==> src/hw/link_port_pkg.sv <==
package link_port_pkg;

    // clock figures
    localparam int HCLK_MHZ           = 40;  // system clock rate
    localparam int MAX_LINK_CLOCK_MHZ = 40;  // ceiling for either side
    // output clock toggles every hclk edge, so it runs at half rate
    localparam int DEST_CLOCK_DIV     = 2;
    localparam int DEST_CLOCK_MHZ     = HCLK_MHZ / DEST_CLOCK_DIV;

    // word layout
    localparam int WORD_W        = 32;
    localparam int LINK_BITS_W   = 4;    // low bits owned by the link
    localparam int CW_BLOCK_ERR  = 0;    // previous block had an error
    localparam int CW_CTRL_ERR   = 1;    // control word itself damaged
    localparam int ENTRY_W       = WORD_W + 1;  // control mark + word
    localparam int INJECT_BIT    = 4;    // bit flipped by fault injection

    // source queue: two words of slack above the full threshold
    localparam int QUEUE_DEPTH   = 4;
    localparam int QUEUE_AW      = 2;
    localparam int LEVEL_W       = 3;
    localparam logic [2:0] FULL_LEVEL = 3'h2;

    // ahb-lite register map (byte addresses)
    localparam int ADDR_W = 4;
    localparam logic [3:0] REG_CONTROL   = 4'h0;
    localparam logic [3:0] REG_INJECT    = 4'h4;
    localparam logic [3:0] REG_STATUS    = 4'h8;
    localparam logic [3:0] REG_DELIVERED = 4'hC;

    // control register fields
    localparam int CTL_ENABLE    = 0;    // link running
    localparam int CTL_WORD_MODE = 1;    // 1 word-by-word, 0 per block
    // inject register fields
    localparam int INJ_DATA      = 0;    // corrupt next data word
    localparam int INJ_CTRL      = 1;    // corrupt next control word
    // status register fields
    localparam int ST_ERR_HELD   = 0;    // data error indicator, w1c
    localparam int ST_FULL       = 1;    // source full
    localparam int ST_LEVEL_LO   = 4;    // queue level, 3 bits

    // reset values
    localparam logic [1:0]  CONTROL_RST   = 2'h0;
    localparam logic [1:0]  INJECT_RST    = 2'h0;
    localparam logic [15:0] DELIVERED_RST = 16'h0000;

    // even parity over the mark and word
    function automatic logic word_parity(input logic [ENTRY_W-1:0] w);
        word_parity = ^w;
    endfunction

endpackage

==> src/hw/simple_link_user_port.sv <==
`timescale 1ns/1ps
`default_nettype none
module simple_link_user_port (
    input  wire logic        hclk,
    input  wire logic        hresetn,
    // ahb-lite slave
    input  wire logic        hsel,
    input  wire logic [31:0] haddr,
    input  wire logic [1:0]  htrans,
    input  wire logic        hwrite,
    input  wire logic [2:0]  hsize,
    input  wire logic [31:0] hwdata,
    input  wire logic        hready,
    output logic             hreadyout,
    output logic [31:0]      hrdata,
    output logic             hresp,
    // source user port
    input  wire logic        user_write_clock,
    input  wire logic        user_write_enable_n,
    input  wire logic [31:0] user_data_in,
    input  wire logic        user_control_flag_n,
    output logic             source_full_flag_n,
    // destination user port
    output logic             dest_output_clock,
    output logic             dest_write_enable_n,
    output logic [31:0]      dest_data_out,
    output logic             dest_control_flag_n,
    output logic             dest_error_flag_n,
    output logic             link_not_operational_n,
    output logic             data_error_led
);

    // ---------------- register bus ----------------

    logic [1:0]  control;        // enable, word mode
    logic [1:0]  inject;         // pending fault injections
    logic [15:0] delivered;      // words handed to read-out
    logic        dp_write;       // data phase is a write
    logic        dp_read;        // data phase is a read
    logic [3:0]  dp_addr;        // data phase register address

    // an address phase is taken only when the bus is ready
    // (hready is this slave's own hreadyout, tied on the bus)
    wire ap_take = hsel & hready & htrans[1];

    // zero wait states, always OKAY
    assign hreadyout = 1'b1;
    assign hresp     = 1'b0;

    // capture the address phase for the following data phase
    always_ff @(posedge hclk or negedge hresetn) begin
        if (!hresetn) begin
            dp_write <= 1'b0;
            dp_read  <= 1'b0;
            dp_addr  <= '0;
        end else if (hready) begin
            dp_write <= ap_take & hwrite;
            dp_read  <= ap_take & ~hwrite;
            dp_addr  <= haddr[link_port_pkg::ADDR_W-1:0];
        end
    end

    // register write strobes, valid while hwdata stands
    wire wr_control = dp_write & (dp_addr == link_port_pkg::REG_CONTROL);
    wire wr_inject  = dp_write & (dp_addr == link_port_pkg::REG_INJECT);
    wire wr_status  = dp_write & (dp_addr == link_port_pkg::REG_STATUS);

    wire link_enable = control[link_port_pkg::CTL_ENABLE];
    wire word_mode   = control[link_port_pkg::CTL_WORD_MODE];

    // queue level, for status
    logic [link_port_pkg::LEVEL_W-1:0] q_level;

    // status word assembled from live state
    wire [31:0] status_word = {25'h0, q_level, 2'h0,
                               ~source_full_flag_n, data_error_led};

    // read mux in the data phase, so a write just before is seen
    wire [31:0] read_mux =
        (dp_addr == link_port_pkg::REG_CONTROL)   ? {30'h0, control} :
        (dp_addr == link_port_pkg::REG_INJECT)    ? {30'h0, inject}  :
        (dp_addr == link_port_pkg::REG_STATUS)    ? status_word      :
        (dp_addr == link_port_pkg::REG_DELIVERED) ? {16'h0, delivered} :
        32'h0;                   // unmapped reads as zero
    assign hrdata = dp_read ? read_mux : 32'h0;

    // word mode may change mid-block; the open block then reports
    // under the new mode, which is the cheaper choice
    // control register
    always_ff @(posedge hclk or negedge hresetn) begin
        if (!hresetn)
            control <= link_port_pkg::CONTROL_RST;
        else if (wr_control)
            control <= hwdata[1:0];
    end

    // ---------------- source side capture ----------------

    logic [34:0] pins_sync;      // clock, enable, flag, word
    logic        user_write_clock_prev;      // last synced write clock level

    // every pin passes two flops before use
    bit_sync #(
        .WIDTH (35)
    ) u_pin_sync (
        .hclk    (hclk),
        .hresetn (hresetn),
        .d       ({user_write_clock, user_write_enable_n,
                   user_control_flag_n, user_data_in}),
        .q       (pins_sync)
    );

    wire        s_user_write_clock   = pins_sync[34];
    wire        s_wen_n  = pins_sync[33];
    wire        s_ctrl_n = pins_sync[32];
    wire [31:0] s_data   = pins_sync[31:0];

    // prev resets low like the synced clock, so no false edge
    // follows reset; the synced enable also resets low but cannot
    // capture until the synced clock rises
    // rising edge of the synced write clock
    always_ff @(posedge hclk or negedge hresetn) begin
        if (!hresetn)
            user_write_clock_prev <= 1'b0;
        else
            user_write_clock_prev <= s_user_write_clock;
    end

    wire capture = s_user_write_clock & ~user_write_clock_prev & ~s_wen_n;

    // nibble zeroed before the queue so parity covers the word as sent
    // control nibble ignored
    wire [31:0] src_word = s_ctrl_n ? s_data
                         : {s_data[31:link_port_pkg::LINK_BITS_W], 4'h0};

    // ---------------- source queue ----------------

    logic                              q_pop;
    logic [link_port_pkg::ENTRY_W-1:0] q_head;
    logic                              q_empty;

    // depth four with full at two gives exactly the promised slack
    // mark and word carried together
    word_queue u_queue (
        .hclk      (hclk),
        .hresetn   (hresetn),
        .push      (capture),
        .push_data ({~s_ctrl_n, src_word}),
        .pop       (q_pop),
        .pop_data  (q_head),
        .level     (q_level),
        .empty     (q_empty)
    );

    // registered, so the flag trails the level by one hclk; the
    // two slots of slack cover that lag as well
    // full at two, two slots left
    always_ff @(posedge hclk or negedge hresetn) begin
        if (!hresetn)
            source_full_flag_n <= 1'b1;
        else
            source_full_flag_n <= (q_level < link_port_pkg::FULL_LEVEL);
    end

    // ---------------- link and destination ----------------

    logic block_err;             // error seen in the open block

    // toggling every hclk keeps it at 20 MHz, under the 40 MHz limit
    // half rate, link up
    always_ff @(posedge hclk or negedge hresetn) begin
        if (!hresetn)
            dest_output_clock <= 1'b0;
        else
            dest_output_clock <= link_enable & ~dest_output_clock;
    end
    // link-down is only the enable bit: no failure state is modelled
    assign link_not_operational_n = link_enable;

    // outputs move on the falling output clock edge, a full
    // half period ahead of the rising edge the receiver uses
    wire out_slot = link_enable & dest_output_clock;
    // limitation: one word per two hclk at most, so the queue only
    // fills when the sender outruns that or the link is stopped

    // pop only with a word ready
    assign q_pop = out_slot & ~q_empty;

    wire        hd_ctrl = q_head[link_port_pkg::WORD_W];
    wire [31:0] hd_word = q_head[link_port_pkg::WORD_W-1:0];

    // parity sent with the word, before the channel
    // single-bit faults only: an even number of flips goes unseen
    wire sent_par = link_port_pkg::word_parity(q_head);

    // fault injection flips one bit in the channel
    // the damaged word goes out as is: flagged, never repaired
    wire inj_hit = hd_ctrl ? inject[link_port_pkg::INJ_CTRL]
                           : inject[link_port_pkg::INJ_DATA];
    wire [31:0] rx_word = hd_word ^
                          (32'(inj_hit) << link_port_pkg::INJECT_BIT);

    wire rx_bad = link_port_pkg::word_parity({hd_ctrl, rx_word}) != sent_par;

    wire [31:0] ctrl_out = {rx_word[31:link_port_pkg::LINK_BITS_W],
                            2'b00, rx_bad, block_err};

    // a bad data word in block mode stays silent until its block closes
    // error flag per mode
    wire report = hd_ctrl ? (rx_bad | block_err) : (word_mode & rx_bad);

    // data, flag and error load only with a word; when the queue runs
    // dry the last word stays visible with the enable high
    // destination word outputs
    always_ff @(posedge hclk or negedge hresetn) begin
        if (!hresetn) begin
            dest_write_enable_n <= 1'b1;
            dest_data_out       <= 32'h0;
            dest_control_flag_n <= 1'b1;
            dest_error_flag_n   <= 1'b1;
        end else if (!link_enable) begin
            dest_write_enable_n <= 1'b1;
        end else if (out_slot) begin
            dest_write_enable_n <= q_empty;
            if (!q_empty) begin
                dest_data_out       <= hd_ctrl ? ctrl_out : rx_word;
                dest_control_flag_n <= ~hd_ctrl;
                dest_error_flag_n   <= ~report;
            end
        end
    end

    // a control word closes the block even when it is itself damaged
    // accumulate, clear on control
    always_ff @(posedge hclk or negedge hresetn) begin
        if (!hresetn)
            block_err <= 1'b0;
        else if (q_pop)
            block_err <= hd_ctrl ? 1'b0 : (block_err | rx_bad);
    end

    // a use clears only its own bit, and a write sets on top, so a
    // request written in the same cycle is never swallowed
    wire [1:0] inj_used = (q_pop && inj_hit)
                        ? (hd_ctrl ? 2'b10 : 2'b01) : 2'b00;
    wire [1:0] inj_new  = wr_inject ? hwdata[1:0] : 2'b00;

    // pending injections
    always_ff @(posedge hclk or negedge hresetn) begin
        if (!hresetn)
            inject <= link_port_pkg::INJECT_RST;
        else
            inject <= (inject & ~inj_used) | inj_new;
    end

    always_ff @(posedge hclk or negedge hresetn) begin
        if (!hresetn)
            data_error_led <= 1'b0;
        else if (q_pop && report)
            data_error_led <= 1'b1;
        else if (wr_status && hwdata[link_port_pkg::ST_ERR_HELD])
            data_error_led <= 1'b0;
    end

    // a debug count only; nothing in the link depends on it
    // delivered word counter, wraps
    always_ff @(posedge hclk or negedge hresetn) begin
        if (!hresetn)
            delivered <= link_port_pkg::DELIVERED_RST;
        else if (q_pop)
            delivered <= delivered + 16'h1;
    end

    // hsize is unused: only whole words are supported
    wire unused_ok = &{1'b0, hsize, haddr[31:4]};

endmodule
`default_nettype wire

==> src/hw/bit_sync.sv <==
`timescale 1ns/1ps
`default_nettype none
// two-stage synchroniser for a group of pin inputs
module bit_sync #(
    parameter int WIDTH = 1
) (
    input  wire logic             hclk,
    input  wire logic             hresetn,
    input  wire logic [WIDTH-1:0] d,
    output logic      [WIDTH-1:0] q
);
    // first stage, read only by the second stage
    logic [WIDTH-1:0] meta;

    // both stages reset to zero
    always_ff @(posedge hclk or negedge hresetn) begin
        if (!hresetn) begin
            meta <= '0;
            q    <= '0;
        end else begin
            meta <= d;
            q    <= meta;
        end
    end
endmodule
`default_nettype wire

==> src/hw/word_queue.sv <==
`timescale 1ns/1ps
`default_nettype none
// small flip-flop queue between capture and the link
module word_queue (
    input  wire logic                                hclk,
    input  wire logic                                hresetn,
    input  wire logic                                push,
    input  wire logic [link_port_pkg::ENTRY_W-1:0]   push_data,
    input  wire logic                                pop,
    output logic      [link_port_pkg::ENTRY_W-1:0]   pop_data,
    output logic      [link_port_pkg::LEVEL_W-1:0]   level,
    output logic                                     empty
);
    // storage and pointers
    logic [link_port_pkg::ENTRY_W-1:0] mem [link_port_pkg::QUEUE_DEPTH];
    logic [link_port_pkg::QUEUE_AW-1:0] wr_ptr;
    logic [link_port_pkg::QUEUE_AW-1:0] rd_ptr;
    wire  full_now = (level == 3'(link_port_pkg::QUEUE_DEPTH));
    // a push into a full queue is dropped: that word is lost
    wire  do_push  = push & ~full_now;
    wire  do_pop   = pop & ~empty;

    assign empty    = (level == 3'h0);
    assign pop_data = mem[rd_ptr];

    // pointer and level bookkeeping
    always_ff @(posedge hclk or negedge hresetn) begin
        if (!hresetn) begin
            wr_ptr <= '0;
            rd_ptr <= '0;
            level  <= '0;
        end else begin
            if (do_push)
                wr_ptr <= wr_ptr + 2'h1;
            if (do_pop)
                rd_ptr <= rd_ptr + 2'h1;
            level <= level + 3'(do_push) - 3'(do_pop);
        end
    end

    // storage has no reset; contents are gated by level
    always_ff @(posedge hclk) begin
        if (do_push)
            mem[wr_ptr] <= push_data;
    end
endmodule
`default_nettype wire

==> config.mk <==
export PLATFORM = sky130hd
export DESIGN_NAME = simple_link_user_port
export DESIGN_NICKNAME = d
export VERILOG_FILES = /design/src/hw/link_port_pkg.sv /design/src/hw/simple_link_user_port.sv /design/src/hw/bit_sync.sv /design/src/hw/word_queue.sv
export SDC_FILE = /design/constraint.sdc
export NUM_CORES = 1
export LEC_CHECK = 0
export BUFFER_PORTS_ARGS = -buffer_cell sky130_fd_sc_hd__buf_2
export CORE_MARGIN = 2
export CORE_UTILIZATION = 43
export CTS_CLUSTER_DIAMETER = 120
export DETAILED_ROUTE_END_ITERATION = 10
export PLACE_DENSITY = 0.75
export SLEW_MARGIN = 20
export SYNTH_ARGS = -nofsm -noshare
export SYNTH_HDL_FRONTEND = slang
export SYNTH_SLANG_ARGS = --single-unit
==> constraint.sdc <==
create_clock -name hclk -period 7.8 [get_ports hclk]
set_clock_uncertainty 0.1 [all_clocks]
set_input_delay 1.56 -clock hclk [delete_from_list [all_inputs] [get_ports hclk]]
set_output_delay 1.56 -clock hclk [all_outputs]
set_load 0.03 [all_outputs]
### Word-level counts from Yosys, hierarchy flattened

Memory sizes are Yosys's and may differ from the RTL's.
Index checks and enable logic that the tools add are counted.
W data, S select, Z words.

| operators by class | value |
|---|---|
| div/mod/pow operators | 0 |
| order comparisons | 1 |
| shift-type cells | 0 |
| equality and inequality tests | 6 |
| bitwise logic cells | 30 |
| mux-type cells | 19 |
| reductions and logical operators | 9 |
| multipliers | 0 |
| $add $sub $neg | 5 |

Operator list:

| kind | number |
|---|---|
| $mux W16 | 5 |
| $reduce_xor A33 Y1 | 2 |
| $xor A32 B5 Y32 | 1 |
| $add A16 B1 Y16 const B | 1 |
| $and A1 B1 Y1 | 15 |
| $not A1 Y1 | 10 |
| $mux W1 | 9 |
| $eq A4 B4 Y1 const B | 2 |
| $mux W4 | 2 |
| $mux W2 | 3 |
| $add A2 B1 Y2 const B | 2 |
| $eq A4 B3 Y1 const B | 1 |
| $logic_not A4 Y1 | 1 |
| $add A3 B1 Y3 | 1 |
| $eq A3 B3 Y1 const B | 1 |
| $logic_and A1 B1 Y1 | 3 |
| $logic_not A3 Y1 | 1 |
| $lt A3 B2 Y1 const B | 1 |
| $reduce_and A3 Y1 | 1 |
| $sub A3 B1 Y3 | 1 |
| $and A2 B2 Y2 | 1 |
| $ne A2 B1 Y1 const B | 1 |
| $not A2 Y2 | 1 |
| $or A2 B2 Y2 | 1 |
| 3 further kinds | 3 |

| word-level totals | value |
|---|---|
| bits in latches | 0 |
| bits in registers | 143 |
| output and inout bits | 73 |
| logic and storage cells | 91 |
| memory bits (writable) | 132 |
| input bits | 109 |
| memories | 1 |
| ROM bits | 0 |

Memory list:

| name | words | bits a word | read ports | clocked after memory_dff | wr ports | RTL line | source |
|---|---|---|---|---|---|---|---|
| u_queue.mem | 4 | 33 | 1 | 0 | 1 | word_queue.sv:15 | `logic [link_port_pkg::ENTRY_W-1:0] mem [link_port_pkg::QUEUE_DEPTH];` |

### Depth between registers and ports, before layout

An unclocked memory read counts as a cell.

| depth | value |
|---|---|
| depth in word-level cells | 9 |
| mapped depth | 9 |
| depth with buffers taken out | 8 |

### By module

From an unflattened synthesis, not the netlist that was laid out.

| unflattened totals | value |
|---|---|
| cells, all modules | 599 |
| area, all modules | 10078.4 um^2 |

Modules (own cells, without submodules):

| module | area an instance (um^2) | sequential area each (um^2) | cells each | instances |
|---|---|---|---|---|
| word_queue | 5280.1 | 4139.0 | 214 | 1 |
| simple_link_user_port | 3046.7 | 1656.6 | 315 | 1 |
| bit_sync | 1751.7 | 1751.7 | 70 | 1 |

### Least setup slack after synthesis

No wires, ideal clock.

| timing | value |
|---|---|
| path kind | reg-to-output |
| from | register dp_addr[2] |
| to | output hrdata[1] |
| arrival time | 1359 ps |
| buffers on the path | 1 |
| setup slack | 4781 ps |
| stages on the path, launching flop included | 6 |
| required time | 6140 ps |
| cell sequence | dfrtp_1 > buf_1 > nand2_1 > o21ai_0 > a22oi_1 > nor2_1 |

| between the ends | value |
|---|---|
| cells in the longest elaborated chain, start to end | 6 |
| elaborated cells on any way between the ends | 9 |
| classes of those cells | 3 x eq/ne; 5 x mux; 1 x reduce/logical |

RTL lines:

| element | RTL line | source |
|---|---|---|
| start, declared | simple_link_user_port.sv:40 | `logic [3:0] dp_addr;` |
| start signal, assigned | simple_link_user_port.sv:59 | `dp_addr <= haddr[link_port_pkg::ADDR_W-1:0];` |
| $eq A4 B4 Y1 | simple_link_user_port.sv:83 | `(dp_addr == link_port_pkg::REG_DELIVERED) ? {16'h0, delivered} :` |
| $mux W16 | simple_link_user_port.sv:83 |  |
| $mux W16 | simple_link_user_port.sv:82 | `(dp_addr == link_port_pkg::REG_STATUS) ? status_word :` |
| $mux W16 | simple_link_user_port.sv:81 | `(dp_addr == link_port_pkg::REG_INJECT) ? {30'h0, inject} :` |
| $mux W16 (*) | simple_link_user_port.sv:80 | `(dp_addr == link_port_pkg::REG_CONTROL) ? {30'h0, control} :` |
| $mux W16 (*) | simple_link_user_port.sv:85 | `assign hrdata = dp_read ? read_mux : 32'h0;` |
| end, declared | simple_link_user_port.sv:15 | `output logic [31:0] hrdata,` |

Mark *: on every way between the ends. The rest lies on a longest branch, timed or not.

### Worst setup path after layout

Ends and elaborated chain as after synthesis.

==> impl_metrics.ini <==
[outcome]
status = completed

[setup_path]
r2r_slack_ns = 4.59
cpPeakStageDelay_ns = 0.67
required_ns = 6.14
critical_path.startpoint_type = register
end_kind = primary output
cp_num_buf_inv = 1
arrival_ns = 2.04
crit_chain = mux2_2 > a22oi_1 > nor2_1 > buf_2
criticalPathCategory = register to primary output
crit_path_top_delay_cell = dfrtp_1
cp_max_fo = 13
cp_top_family = flip-flops

[finish]
nets = 821
diodes = 0
stdcell_area_mm2 = 0.0117
layout_common_cells = dfrtp_1 (137), edfxtp_1 (132), nand2_1 (111)
drive_above_1_share_pct = 27.9
area_delta_synth_final_pct = 18.0
layout_commonest_cell = dfrtp_1

[drt]
drt-initial-drc-count = 163
dr_total_vias = 4838
wl_mm = 17.1
ant_nets = 0
drcViolationCount = 0
wl_per_cell_um = 16.9
via_per_inst = 4.79
dr.pass1.iters = 6

[clock_network]
ctsHoldBuffers = 0
cts_buffers = 28
cts_buffer_depth = 3
cts_resized = 0
cts_root_buf = clkbuf_16
htreeDepth = 1
clock_latency_ns = 0.53
post_cts_buffers = 0
clkTransAtPathRegs_ns = 0.06
cts_tree = built
cts_sinks = 275

[synth]
synth_area_mm2 = 0.00990
synth.top_cell.area_share_pct = 40.0
synth.area.top_cells = edfxtp_1 (40%), dfrtp_1 (35%), mux4_2 (7.5%)
postSynthAreaPerCell_um2 = 16.7
yosys.area.top_type = edfxtp_1
async_flop_share_pct = 52.0
synthFlopType = dfrtp_1
ys_seq_elements = 275
synth_cells = 592
yosys_warnings = 0
synth_cell_types = 38
synth_edf_count = 132
synth-seq-area-share_pct = 76.2

[die]
die-area_mm2 = 0.0243
start_util_pct = 43.7
fp.dieH_um = 156
rows = 55
dieWidth_um = 156
core_area_mm2 = 0.0226
ios = 182

[timing]
slew_headroom_pct = 32.9
timing.fmax_ghz = 0.270
drv_slew = 0
tightest_slew_ns = 1.01
finalCritPeriodShare_pct = 47.4
layout_min_cycle_time_ns = 3.70
finalHoldViolations = 0
setup_viol = 0
rsz0062_at_grt = false
fin_setup_tns_ns = 0

[power]
p_per_area_mw_per_mm2 = 360
p_switching_mw = 1.22
combPwrFrac_pct = 20.6
sequentialPowerShare_pct = 44.7
power.leakage_nw = 4.86
p_int_mw = 2.98
max-vdd-ir-drop_uv = 170
swShare_pct = 29.1
power.share.clock_pct = 34.7

[placed_design]
place_area_mm2 = 0.0106
dp_hpwl_mm = 9.67
io_buffers = 101
routabilityCongestion = 0.743

[hold_path]
hp-class = register to register

[run]
maxCapViolCount = 0

[global_route]
grt-ovfl-total = 0
grt_pass1_vias = 4904
grt_max_degree = 84
track_usage_pct = 14.3
antenna_found_initial = 0
grt_pass1_wl_mm = 26.9
==> metrics by stage <==
stage,total power [mW],utilization (%),setup slack [ns],hold slack (ns),cells
2_1_floorplan,2.54,-,4.78,0.231,608
3_3_place_gp,2.77,47.0,4.57,0.232,958
3_5_place_dp,2.80,47.0,4.51,0.235,958
4_1_cts,4.27,51.6,4.07,0.247,1010
5_1_grt,4.43,51.6,3.98,0.250,1010
6_report,4.21,51.6,4.10,0.246,1010
==> area by class of cell <==
class / count / area, um2
fill: 1855 / 11000
sequential: 275 / 7550
multi-input combinational: 280 / 2140
clock buffer: 38 / 842
timing repair buffer: 104 / 534
tap: 285 / 357
clock inverter: 14 / 205
inverter: 14 / 52.6
==> power by group through the flow <==
stage	combinational (mW)	clock, mW	sequential [mW]
6_report	0.868	1.46	1.88
5_1_grt	0.958	1.55	1.91
4_1_cts	0.892	1.49	1.89
3_5_place_dp	0.886	0	1.91
3_3_place_gp	0.872	0	1.90
2_1_floorplan	0.521	0	2.02
==> metal layers <==
metal | GRT usage (%) | wire length (um) | vias to the layer above | part of all wire [%]
met5 | 0 | 0 | - | 0
met4 | 3.76 | 388 | 0 | 2.3
met3 | 2.72 | 742 | 28 | 4.4
met2 | 23.8 | 8260 | 103 | 48
met1 | 19.4 | 7660 | 2417 | 45
li1 | - | - | 2290 | -
==> kinds of logic (layout without fill, tap and decap cells) <==
kind of cell | after synthesis | after routing | share of synthesized area (%)
flip-flops | 275 | 275 | 76.2
AND/OR/NAND/NOR | 165 | 165 | 7.40
XOR/XNOR | 20 | 20 | 1.77
adder cells (fa/ha/maj) | 9 | 9 | 1.21
AO/OA/AOI/OAI | 20 | 20 | 1.30
multiplexers | 48 | 48 | 9.11
other | 2 | 18 | 0.0758
buffers and inverters | 53 | 170 | 2.91
==> synthesized netlist by cell type (2+ instances only) <==
library cell	number
ha_1	8
nor3_1	2
inv_1	14
mux2i_1	8
edfxtp_1	132
buf_2	5
buf_4	18
nor2_1	9
clkbuf_1	12
nand3b_1	2
a21oi_1	4
nor2b_1	2
dfrtp_1	139
and3_1	4
mux4_2	33
conb_1	2
buf_6	2
o21ai_0	8
dfstp_2	4
mux2_2	7
xnor2_1	17
xor2_1	3
nand2_1	111
and2_1	21
o21a_1	2
buf_1	2
nand4_1	10
==> final timing paths <==
kind	cells after the start	from	end
worst max-delay path	4	dp_addr[2]	hrdata[1]
worst min-delay path	0	u_pin_sync.meta[12]	u_pin_sync.q[12]
worst max register to register	9	u_queue.level[1]	u_queue.level[2]
worst min register to register	0	u_pin_sync.meta[12]	u_pin_sync.q[12]
max in group asynchronous	2	hresetn	delivered[14]
min in group asynchronous	1	hresetn	dest_data_out[31]
==> sequential cells by signal, indices dropped and copies added, names as in the netlist, 2 cells and up <==
name,count
u_queue.mem,132
u_pin_sync.meta,35
u_pin_sync.q,35
dest_data_out,32
delivered,16
dp_addr,4
u_queue.level,3
control,2
inject,2
u_queue.rd_ptr,2
u_queue.wr_ptr,2
Note: power is estimated with default switching activity, not from simulation.
